`src/verilog/sarc_defines.vh`:
```
// Register offsets, field positions and timing counts for the converter control block
// Functional notes
// RULE_01: New result becomes readable only once the conversion is done and flag raised.
// RULE_02: Single-ended result is an unsigned 10-bit code, 0x000 ground to 0x3FF.
// RULE_03: Differential result is signed 10-bit two's complement, 0x200 through 0x1FF.
// RULE_04: Top result bit carries the sign of a differential result.
// RULE_05: Reference select 00 external pin, 01 supply, 10 reserved, 11 internal 1.1V.
// RULE_06: Reference and channel writes take effect only after the running conversion.
// RULE_07: Left-align bit reshapes result bytes immediately, even mid-conversion.
// RULE_08: Channel codes decode to single-ended, pairs against input 1 or 2, bandgap, ground.
// RULE_09: Converter-on bit enables; clearing it aborts any running conversion.
// RULE_10: Software writes go once per conversion in single mode.
// RULE_11: Software writes go once to launch free running conversions.
// RULE_12: First conversion after enable takes 25 cycles, later ones 13.
// RULE_13: Go bit reads one while converting and clears at completion.
// RULE_14: Writing zero to the go bit has no effect.
// RULE_15: With auto trigger on, each rising edge of selected trigger starts conversion; the code ignores an edge while a conversion is running.
// RULE_16: Done flag sets at completion; cleared by vector acknowledge or writing one.
// RULE_17: After low byte read, result pair holds until high byte read.
// RULE_18: Trigger source zero is free running and never itself makes a trigger event.
// RULE_19: Analog core is abstract; a behavioural input supplies the code at the end.
`ifndef SARC_DEFINES_VH
`define SARC_DEFINES_VH
`define SARC_ADDR_CHREF 3'h0
`define SARC_ADDR_CTRL 3'h1
`define SARC_ADDR_TRIG 3'h2
`define SARC_ADDR_RESL 3'h3
`define SARC_ADDR_RESH 3'h4
`define SARC_CHREF_RST 8'h00
`define SARC_REF_HI 7
`define SARC_REF_LO 6
`define SARC_LALIGN 5
`define SARC_CH_HI 4
`define SARC_CTL_ON 7
`define SARC_CTL_GO 6
`define SARC_CTL_AUTO 5
`define SARC_CTL_DONE 4
`define SARC_CYC_FIRST 5'h19
`define SARC_CYC_NORM 5'h0D
`define SARC_REF_EXT 2'h0
`define SARC_REF_SUP 2'h1
`define SARC_REF_RSV 2'h2
`define SARC_REF_INT 2'h3
`endif

```
`src/verilog/sarc_sync.v`:
```
// Two flip-flop synchroniser for one level
module sarc_sync (
  clk,
  rst_n,
  d,
  q
);
  input clk;
  input rst_n;
  input d;
  output q;
  reg meta_ff;
  reg q_ff;
  assign q = q_ff;
  always @(posedge clk)
  begin
    if (!rst_n)
    begin
      meta_ff <= 1'b0;
      q_ff <= 1'b0;
    end
    else
    begin
      meta_ff <= d;
      q_ff <= meta_ff;
    end
  end
endmodule // sarc_sync

```
`src/verilog/sarc_mux_decode.v`:
```
// Input channel and reference decode
`include "sarc_defines.vh"
module sarc_mux_decode (
  chan,
  refs,
  pos_sel,
  neg_sel,
  diff,
  use_bg,
  use_gnd,
  ref_ext,
  ref_sup,
  ref_int
);
  input [4:0] chan;
  input [1:0] refs;
  output reg [2:0] pos_sel;
  output reg [2:0] neg_sel;
  output reg diff;
  output reg use_bg;
  output reg use_gnd;
  output reg ref_ext;
  output reg ref_sup;
  output reg ref_int;
  always @*
  begin
    pos_sel = chan[2:0];
    neg_sel = 3'h0;
    diff = 1'b0;
    use_bg = 1'b0;
    use_gnd = 1'b0;
    if (chan[4:3] == 2'h2)
    begin
      diff = 1'b1; // RULE_08
      neg_sel = 3'h1;
    end
    else if (chan[4:3] == 2'h3)
    begin
      if (chan == 5'h1E)
        use_bg = 1'b1; // RULE_08
      else if (chan == 5'h1F)
        use_gnd = 1'b1;
      else
      begin
        diff = 1'b1; // RULE_08
        neg_sel = 3'h2;
      end
    end
    // Reserved reference code selects nothing
    ref_ext = (refs == `SARC_REF_EXT); // RULE_05
    ref_sup = (refs == `SARC_REF_SUP);
    ref_int = (refs == `SARC_REF_INT);
  end
endmodule // sarc_mux_decode

```
`src/verilog/sarc_top.v`:
```
// Converter control: registers, conversion sequencer and result presentation
`include "sarc_defines.vh"
module sarc_top (
  clk,
  rst_n,
  addr,
  wdata,
  wr,
  rd,
  rdata,
  vector_ack,
  trig_in,
  conv_code,
  conv_active,
  conv_init,
  pos_sel,
  neg_sel,
  diff_mode,
  bandgap_sel,
  ground_sel,
  ref_ext_sel,
  ref_sup_sel,
  ref_int_sel
);
  input clk;
  input rst_n;
  input [2:0] addr;
  input [7:0] wdata;
  input wr;
  input rd;
  output [7:0] rdata;
  input vector_ack;
  input [7:0] trig_in;
  input [9:0] conv_code;
  output conv_active;
  output conv_init;
  output [2:0] pos_sel;
  output [2:0] neg_sel;
  output diff_mode;
  output bandgap_sel;
  output ground_sel;
  output ref_ext_sel;
  output ref_sup_sel;
  output ref_int_sel;

  localparam ST_IDLE = 2'b01;
  localparam ST_CONV = 2'b10;

  ////////////////////////////////////////////////////////////////////////////
  // Registers
  reg [7:0] chref_ff;
  reg [1:0] act_ref_ff;
  reg [4:0] act_ch_ff;
  reg on_ff;
  reg auto_ff;
  reg done_ff;
  reg [2:0] tsel_ff;
  reg [9:0] res_ff;
  reg res_lock_ff;
  reg [9:0] pend_ff;
  reg pend_ff_v;
  reg [1:0] state_ff;
  reg [4:0] cnt_ff;
  reg first_ff;
  reg init_ff;
  reg [7:0] rdata_ff;
  reg trig_prev_ff;
  reg [2:0] pos_ff;
  reg [2:0] neg_ff;
  reg diff_ff;
  reg bg_ff;
  reg gnd_ff;
  reg rext_ff;
  reg rsup_ff;
  reg rint_ff;

  wire [7:0] trig_s;
  wire [2:0] dec_pos;
  wire [2:0] dec_neg;
  wire dec_diff;
  wire dec_bg;
  wire dec_gnd;
  wire dec_ext;
  wire dec_sup;
  wire dec_int;

  genvar gi;
  generate
    for (gi = 0; gi < 8; gi = gi + 1)
    begin : g_sync
      sarc_sync u_sync (
        .clk(clk),
        .rst_n(rst_n),
        .d(trig_in[gi]),
        .q(trig_s[gi])
      );
    end
  endgenerate

  sarc_mux_decode u_dec (
    .chan(act_ch_ff),
    .refs(act_ref_ff),
    .pos_sel(dec_pos),
    .neg_sel(dec_neg),
    .diff(dec_diff),
    .use_bg(dec_bg),
    .use_gnd(dec_gnd),
    .ref_ext(dec_ext),
    .ref_sup(dec_sup),
    .ref_int(dec_int)
  );

  ////////////////////////////////////////////////////////////////////////////
  // Start and trigger logic
  wire wr_chref = wr && (addr == `SARC_ADDR_CHREF);
  wire wr_ctrl = wr && (addr == `SARC_ADDR_CTRL);
  wire wr_trig = wr && (addr == `SARC_ADDR_TRIG);
  wire nxt_on = wr_ctrl ? wdata[`SARC_CTL_ON] : on_ff;
  wire busy = (state_ff == ST_CONV);
  wire sw_go = wr_ctrl && wdata[`SARC_CTL_GO]; // RULE_14
  // Source zero is the free running path, so trigger source is masked there
  wire trig_cur = (tsel_ff == 3'h0) ? 1'b0 : trig_s[tsel_ff]; // RULE_18
  wire trig_rise = trig_cur && !trig_prev_ff; // RULE_15
  wire conv_end = busy && (cnt_ff == 5'h01);
  wire free_run = auto_ff && (tsel_ff == 3'h0) && conv_end; // RULE_11
  wire auto_go = auto_ff && trig_rise; // RULE_15
  wire start = nxt_on && !busy && (sw_go || auto_go);
  wire restart = on_ff && free_run && nxt_on;
  wire abort = busy && !nxt_on; // RULE_09

  ////////////////////////////////////////////////////////////////////////////
  // Result presentation
  wire lalign = chref_ff[`SARC_LALIGN];
  // Left-align is read live from the register, never latched per conversion
  wire [15:0] shaped = lalign ? {res_ff, 6'h00} : {6'h00, res_ff}; // RULE_07

  reg [7:0] nxt_rdata;
  always @*
  begin
    nxt_rdata = 8'h00;
    if (rd)
    begin
      case (addr)
        `SARC_ADDR_CHREF: nxt_rdata = chref_ff;
        `SARC_ADDR_CTRL: nxt_rdata = {on_ff, busy, auto_ff, done_ff, 4'h0}; // RULE_13
        `SARC_ADDR_TRIG: nxt_rdata = {5'h00, tsel_ff};
        `SARC_ADDR_RESL: nxt_rdata = shaped[7:0];
        `SARC_ADDR_RESH: nxt_rdata = shaped[15:8]; // RULE_04
        default: nxt_rdata = 8'h00;
      endcase
    end
  end

  ////////////////////////////////////////////////////////////////////////////
  // Sequencer and register state
  always @(posedge clk)
  begin
    if (!rst_n)
    begin
      chref_ff <= `SARC_CHREF_RST;
      act_ref_ff <= 2'h0;
      act_ch_ff <= 5'h00;
      on_ff <= 1'b0;
      auto_ff <= 1'b0;
      done_ff <= 1'b0;
      tsel_ff <= 3'h0;
      res_ff <= 10'h000;
      res_lock_ff <= 1'b0;
      pend_ff <= 10'h000;
      pend_ff_v <= 1'b0;
      state_ff <= ST_IDLE;
      cnt_ff <= 5'h00;
      first_ff <= 1'b1;
      init_ff <= 1'b0;
      rdata_ff <= 8'h00;
      trig_prev_ff <= 1'b0;
    end
    else
    begin
      rdata_ff <= nxt_rdata;
      trig_prev_ff <= trig_cur;
      if (wr_chref)
        chref_ff <= wdata;
      if (wr_trig)
        tsel_ff <= wdata[2:0];
      on_ff <= nxt_on;
      if (wr_ctrl)
        auto_ff <= wdata[`SARC_CTL_AUTO];
      if (!on_ff && nxt_on)
        first_ff <= 1'b1; // RULE_12
      // Completion wins over a clear in the same cycle
      if (conv_end && on_ff)
        done_ff <= 1'b1; // RULE_16
      else if (vector_ack || (wr_ctrl && wdata[`SARC_CTL_DONE]))
        done_ff <= 1'b0; // RULE_16
      if (rd && addr == `SARC_ADDR_RESL)
        res_lock_ff <= 1'b1; // RULE_17
      else if (rd && addr == `SARC_ADDR_RESH)
        res_lock_ff <= 1'b0;
      // Held result moves in only once the pair has been read out
      if (pend_ff_v && !res_lock_ff)
      begin
        res_ff <= pend_ff; // RULE_17
        pend_ff_v <= 1'b0;
      end
      case (state_ff)
        ST_IDLE:
        begin
          if (start)
          begin
            state_ff <= ST_CONV;
            act_ref_ff <= chref_ff[`SARC_REF_HI:`SARC_REF_LO]; // RULE_06
            act_ch_ff <= chref_ff[`SARC_CH_HI:0]; // RULE_06
            // A start together with enable is also the long first conversion
            init_ff <= first_ff || !on_ff;
            cnt_ff <= (first_ff || !on_ff) ? `SARC_CYC_FIRST : `SARC_CYC_NORM; // RULE_12
            first_ff <= 1'b0;
          end
        end
        ST_CONV:
        begin
          if (abort)
          begin
            state_ff <= ST_IDLE; // RULE_09
            cnt_ff <= 5'h00;
            init_ff <= 1'b0;
          end
          else if (conv_end)
          begin
            // Code is passed raw: two's complement for pairs, unsigned otherwise
            if (res_lock_ff)
            begin
              pend_ff <= conv_code; // RULE_19
              pend_ff_v <= 1'b1;
            end
            else
              res_ff <= conv_code; // RULE_01 RULE_02 RULE_03
            init_ff <= 1'b0;
            act_ref_ff <= chref_ff[`SARC_REF_HI:`SARC_REF_LO]; // RULE_06
            act_ch_ff <= chref_ff[`SARC_CH_HI:0];
            if (restart)
              cnt_ff <= `SARC_CYC_NORM; // RULE_11
            else
            begin
              state_ff <= ST_IDLE; // RULE_13
              cnt_ff <= 5'h00;
            end
          end
          else
            cnt_ff <= cnt_ff - 5'h01;
        end
        default:
        begin
          state_ff <= ST_IDLE;
          cnt_ff <= 5'h00;
        end
      endcase
    end
  end

  ////////////////////////////////////////////////////////////////////////////
  // Analog side selections, registered
  always @(posedge clk)
  begin
    if (!rst_n)
    begin
      pos_ff <= 3'h0;
      neg_ff <= 3'h0;
      diff_ff <= 1'b0;
      bg_ff <= 1'b0;
      gnd_ff <= 1'b0;
      rext_ff <= 1'b0;
      rsup_ff <= 1'b0;
      rint_ff <= 1'b0;
    end
    else
    begin
      pos_ff <= dec_pos; // RULE_08
      neg_ff <= dec_neg;
      diff_ff <= dec_diff;
      bg_ff <= dec_bg;
      gnd_ff <= dec_gnd;
      // Internal reference stays off unless chosen and converter is on
      rext_ff <= dec_ext; // RULE_05
      rsup_ff <= dec_sup && on_ff;
      rint_ff <= dec_int && on_ff;
    end
  end

  reg act_ff;
  always @(posedge clk)
  begin
    if (!rst_n)
      act_ff <= 1'b0;
    else
      act_ff <= busy;
  end

  assign rdata = rdata_ff;
  assign conv_active = act_ff;
  assign conv_init = init_ff;
  assign pos_sel = pos_ff;
  assign neg_sel = neg_ff;
  assign diff_mode = diff_ff;
  assign bandgap_sel = bg_ff;
  assign ground_sel = gnd_ff;
  assign ref_ext_sel = rext_ff;
  assign ref_sup_sel = rsup_ff;
  assign ref_int_sel = rint_ff;
endmodule // sarc_top

```
`config.mk`:
```
export PLATFORM = sky130hd
export DESIGN_NAME = sarc_top
export DESIGN_NICKNAME = d
export VERILOG_FILES = /design/src/verilog/sarc_sync.v /design/src/verilog/sarc_mux_decode.v /design/src/verilog/sarc_top.v
export VERILOG_INCLUDE_DIRS = /design/src /design/src/verilog
export SDC_FILE = /design/constraint.sdc
export NUM_CORES = 1
export LEC_CHECK = 0
export ABC_AREA = 1
export BUFFER_PORTS_ARGS = -buffer_cell sky130_fd_sc_hd__buf_4
export CORE_ASPECT_RATIO = 0.9
export CORE_MARGIN = 2
export CORE_UTILIZATION = 30
export CTS_CLUSTER_SIZE = 8
export DETAILED_ROUTE_END_ITERATION = 10
export PLACE_DENSITY_LB_ADDON = 0.1
export SLEW_MARGIN = 25
export SYNTH_ARGS = -nofsm -noshare
export SYNTH_HDL_FRONTEND = slang
export SYNTH_SLANG_ARGS = --single-unit
export TNS_END_PERCENT = 50
```
`constraint.sdc`:
```
create_clock -name clk -period 1.6 [get_ports clk]
set_input_delay 0.32 -clock clk [delete_from_list [all_inputs] [get_ports clk]]
set_output_delay 0.32 -clock clk [all_outputs]
set_load 0.03 [all_outputs]
```
==> results.toml, run 1 <==
[worst_setup_path]
path_class = "flip-flop to flip-flop"
cp_max_fo = 7
worst_setup_path_start_kind = "flip-flop"
critPathCaptureType = "flip-flop"
required_ps = 1840
arrival_ps = 1830

[flow_run]
max_cap_violations = 0

[clock_network]
cts_sinks = 89
cts_tree = "built"
cts_hold_buf = 0
ctsHtreeMaxLevel = 3
ctsLongestPathBuffers = 2
worst_skew_pair.late_latency_ps = 350
cts_root_buf = "clkbuf_16"
cts_buffers = 9
path_clk_slew_ps = 60

[detailed_routing]
vias_per_cell = 4.524
wl_per_cell_um = 12.84
dr.pass1.iters = 4
drc_errors = 0
drtIter0Drc = 129
num_vias = 3497
final_antenna_net_count = 0
drt-total-wl_um = 9929

[cells_and_area]
stdcell_area_um2 = 5364
final_nets = 642
diodes = 0
final_cells = 773
area_delta_synth_final_pct = 40.97
fillers = 1262
fin_util = 0.4277
regArea_um2 = 1790
multi_input_area_um2 = 1858
drive_above_1_share = 0.3448

[logic_synthesis]
async_reset_ff_frac = 0
syn_area_um2 = 3805
ys_seq_elements = 89
yosysMostFrequentCell = "nand2_1"
synth_top_cells_by_count = "nand2_1, dfxtp_1, inv_1"
syn_inst = 499
yosys_warnings = 0
synth-edff-count = 0
yosysSeqAreaShare = 0.4683
syn_nets = 537
synth_area_leader_cell = "dfxtp_1"
synthFlopType = "dfxtp_1"
synthTopCellsByArea = "dfxtp_1, nand2_1, inv_1"
synth_top_area_frac = 0.4683
ys_types = 40
avgSynthCellArea_um2 = 7.625

[global_routing]
overflow = 0
grt_use_total = 0.1534
grt_max_degree = 35
antenna_found_initial = 0
grt_pass1_vias = 3190
grt_pass1_wl_um = 15990

[timing]
finalHoldViolCount = 0
fmax_mhz = 629.9
setup_viol = 0
finalCritPeriodShare = 0.9922
setup_slack_ps = 12.50
fin_skew_ps = 5.895
hold_ws_ps = 152.2
tns_ps = 0
post-route-min-period_ps = 1587
rsz0062_at_grt = "yes"
maxSlewViolCount = 0

[hold_path]
hold_class = "input pin to flip-flop"

[pwr]
swShare = 0.2143
p_per_area_nw_per_um2 = 910.1
pwr-share-comb = 0.064
internal_power_mw = 3.836
p_total_mw = 4.881
power_switching_mw = 1.046
ir_worst_vdd_mv = 0.5221
p_seq_frac = 0.465
clkPwrFrac = 0.472
p_leak_nw = 2.430

[outcome]
status = "finished clean"

[placed_design]
hpwl_um = 7000
dpl-instance-area_um2 = 4672
place_inst = 746
io_buffers = 54
place_congestion = 0.8270
dp_slack_ps = -154.3

[die]
die-area_um2 = 13600
rows = 39
start_util = 0.3034
core-area_um2 = 12540
die_y_um = 110.8
die_x_um = 122.7
io-pin-count = 56
## area by class of cell
type	count	area share
Clock inverter	5	0.01446
Multi-Input combinational cell	319	0.3464
Inverter	76	0.05458
Sequential cell	89	0.3338
Tap cell	164	0.03826
Timing Repair Buffer	109	0.1654
Clock buffer	11	0.04712
## flip-flops by register name, indices dropped and copies added, names as in the netlist, 2 cells and up
signal,count
state_ff,2
cnt_ff,5
pos_sel,3
tsel_ff,3
act_ch_ff,5
chref_ff,8
act_ref_ff,2
g_sync.u_sync.q,8
pend_ff,10
neg_sel,2
res_ff,10
rdata,8
g_sync.u_sync.meta_ff,8
## worst max-delay path, stage by stage, from the launching register on
cell	delay (ps)
dfxtp_4	380
buf_6	110
nand2_2	50
nand3_2	50
nand3_2	80
nand4_1	110
nand2_2	80
nand2_2	90
nand2_4	90
buf_12	150
buf_4	130
a21oi_1	110
nor2_1	50
## routing by layer
metal	wire, um	GRT usage
met1	4603	0.1942
met3	497	0.04270
met4	346	0.07816
met2	4482	0.2365
met5	0	0
## kinds of logic after synthesis
family          synth area share
xor+xnor                0.004605
buf+inv                   0.1029
fa+ha+maj                0.01315
compound gates            0.1282
flops                     0.4683
other cells            0.0009856
mux                      0.02960
simple gates              0.2522
## timing repair
item,in CTS,in global routing
pin swaps,15,29
setup buffers,7,3
gates cloned,1,2
resized for setup,24,48
setup endpoints to repair,12,36
## power by group through the flow
stage	Sequential, mW	Combinational (mW)	Clock (mW)
after floorplan	2.32	0.130	0
after global placement	2.32	0.292	0
after detailed placement	2.32	0.292	0
after CTS	2.27	0.300	2.39
after global routing	2.27	0.346	2.47
final	2.27	0.311	2.30
## final timing paths
check                            from                       end  slack, ps  depth (start not counted)
min                        trig_in[2]  g_sync[2].u_sync.meta_ff        150                          3
max                        tsel_ff[0]             act_ref_ff[0]         10                         12
min reg2reg  g_sync[2].u_sync.meta_ff        g_sync[2].u_sync.q        410                          2
max reg2reg                tsel_ff[0]             act_ref_ff[0]         10                         12
## placed cells by master (no fill, tap or decap), types with 11 or more instances in the layout
cell type,netlist,layout
o21ai_1,11,11
buf_4,1,100
o21ai_0,29,29
dfxtp_1,89,84
nand3_1,22,11
nand2_1,96,85
nor3_1,16,14
nand2_2,2,12
a21oi_1,27,19
nor2_1,60,58
inv_1,72,67
(Power assumes the default switching activity.)
==> run 2: changes to the inputs <==
- ABC_AREA: 1 -> not set
==> results.toml, run 2 <==
[logic_synthesis]
yosys_warnings = 0
yosysSeqAreaShare = 0.4784
synth_top_area_frac = 0.4784
ys_seq_elements = 87
synth_top_cells_by_count = "dfxtp_1, nor2_1, mux2i_1"
syn_inst = 392
async_reset_ff_frac = 0
synthTopCellsByArea = "dfxtp_1, mux2i_1, nor2_1"
yosysMostFrequentCell = "dfxtp_1"
avgSynthCellArea_um2 = 9.288
syn_area_um2 = 3641
ys_types = 51
synthFlopType = "dfxtp_1"
syn_nets = 430
synth-edff-count = 0
synth_area_leader_cell = "dfxtp_1"

[placed_design]
place_inst = 627
hpwl_um = 6610
io_buffers = 53
dp_slack_ps = -458.8
place_congestion = 0.8194

[die]
rows = 38
io-pin-count = 56
core-area_um2 = 11930
die-area_um2 = 13040
start_util = 0.3051
die_x_um = 120.1
die_y_um = 108.5

[pwr]
power_switching_mw = 1.083
ir_worst_vdd_mv = 0.8603
internal_power_mw = 3.723
pwr-share-comb = 0.066
p_per_area_nw_per_um2 = 952.4
p_leak_nw = 2.098
swShare = 0.2254
clkPwrFrac = 0.474
p_total_mw = 4.806
p_seq_frac = 0.461

[worst_setup_path]
arrival_ps = 2090
critPathCaptureType = "flip-flop"
cp_max_fo = 7
required_ps = 1830
path_class = "flip-flop to flip-flop"
worst_setup_path_start_kind = "flip-flop"

[clock_network]
worst_skew_pair.late_latency_ps = 350
cts_tree = "built"
cts_root_buf = "clkbuf_16"
path_clk_slew_ps = 70
cts_sinks = 87
ctsHtreeMaxLevel = 3
cts_hold_buf = 0
ctsLongestPathBuffers = 2
cts_buffers = 9

[timing]
setup_slack_ps = -267.0
fmax_mhz = 535.6
setup_viol = 26
finalHoldViolCount = 0
tns_ps = -5796
finalCritPeriodShare = 1.167
maxSlewViolCount = 0
rsz0062_at_grt = "yes"
post-route-min-period_ps = 1867
fin_skew_ps = 6.101

[cells_and_area]
final_cells = 647
fin_util = 0.4228
largest_registers = "pend_ff x10, res_ff x10"
diodes = 0
layout_common_cells = "buf_4, dfxtp_1, mux2i_1"
mostFrequentLayoutCell = "buf_4"
drive_above_1_share = 0.3285
fillers = 1162
final_nets = 520
area_delta_synth_final_pct = 38.59

[global_routing]
grt_use_total = 0.1526
overflow = 0
grt_max_degree = 23
grt_pass1_vias = 2910
grt_pass1_wl_um = 15130
antenna_found_initial = 0

[detailed_routing]
met2WireLength_um = 4186
drt-total-wl_um = 9480
met1_length_um = 4796
dr.pass1.iters = 5
wl_per_cell_um = 14.65
wl_met3_um = 350
num_vias = 3023
final_antenna_net_count = 0
top_layer_used = "met4"
drc_errors = 0
drtIter0Drc = 223
vias_per_cell = 4.672

[hold_path]
hold_class = "input pin to flip-flop"

[flow_run]
max_cap_violations = 0

[outcome]
violations = "setup timing"
status = "finished with violations"
==> run 2: critical path, cell delays in order, from the launching register on <==
cell	delay [ps]
dfxtp_2	320
inv_2	60
ha_4	130
or4b_4	540
or4_4	530
nor2_2	110
a211oi_1	50
==> run 2: repair_timing <==
action	in CTS	in global routing
endpoints found under the hold margin	0	0
setup buffers	1	1
setup endpoints to repair	36	36
cloned	2	1
pin swaps	3	5
gates resized for setup	20	24
==> run 2: logic make-up (layout without fill, tap and decap cells) <==
logic type | Yosys count | count (layout) | share of synthesized area
AOI/OAI and AO/OA | 65 | 65 | 0.1303
xor gates and xnor gates | 1 | 1 | 0.002406
adders and majority gates | 4 | 4 | 0.01375
buffers and inverters | 40 | 132 | 0.04742
DFF | 87 | 87 | 0.4784
muxes | 45 | 45 | 0.1282
other | 1 | 1 | 0.001030
and+or+nand+nor | 149 | 152 | 0.1986
==> run 2: cell type report <==
class	instances	area (um2)	area share
multi-input cells	268	1936	0.3836
clock buffers	10	229.0	0.04538
clock inverters	6	92.59	0.01835
well taps	160	200.2	0.03967
inverters	17	63.81	0.01265
flip-flops and latches	87	1750	0.3469
repair buffers	99	774.5	0.1535
==> run 2: metal layers <==
layer | global-route usage | up-vias
met5 | 0 | -
met4 | 0.05294 | 0
met3 | 0.04219 | 14
met2 | 0.2342 | 56
met1 | 0.2064 | 1403
li1 | - | 1550
==> run 2: power by group through the flow <==
| stage | clock network, mW | registers (mW) | logic (mW) |
|---|---|---|---|
| 2_1_floorplan | 0 | 2.26 | 0.142 |
| 3_3_place_gp | 0 | 2.26 | 0.299 |
| 3_5_place_dp | 0 | 2.26 | 0.297 |
| 4_1_cts | 2.34 | 2.21 | 0.306 |
| 5_1_grt | 2.45 | 2.22 | 0.343 |
| 6_report | 2.28 | 2.21 | 0.315 |
==> run 2: final timing paths <==
path,from,to,slack [ps],cells past startpoint
max,cnt_ff[1],res_ff[9],-270,6
min,trig_in[2],g_sync[2].u_sync.meta_ff,180,2
max reg2reg,cnt_ff[1],res_ff[9],-270,6
min reg2reg,g_sync[6].u_sync.meta_ff,g_sync[6].u_sync.q,430,1
==> run 2: stage by stage <==
| step | cell area, um2 | hold slack (ps) |
|---|---|---|
| detailed placement | 4514 | 419.1 |
| global route | 5046 | 167.4 |
| CTS | 4930 | 167.1 |
| finish | 5046 | 180.1 |
| floorplan | 3697 | 411.9 |
| global placement | 4514 | 420.8 |
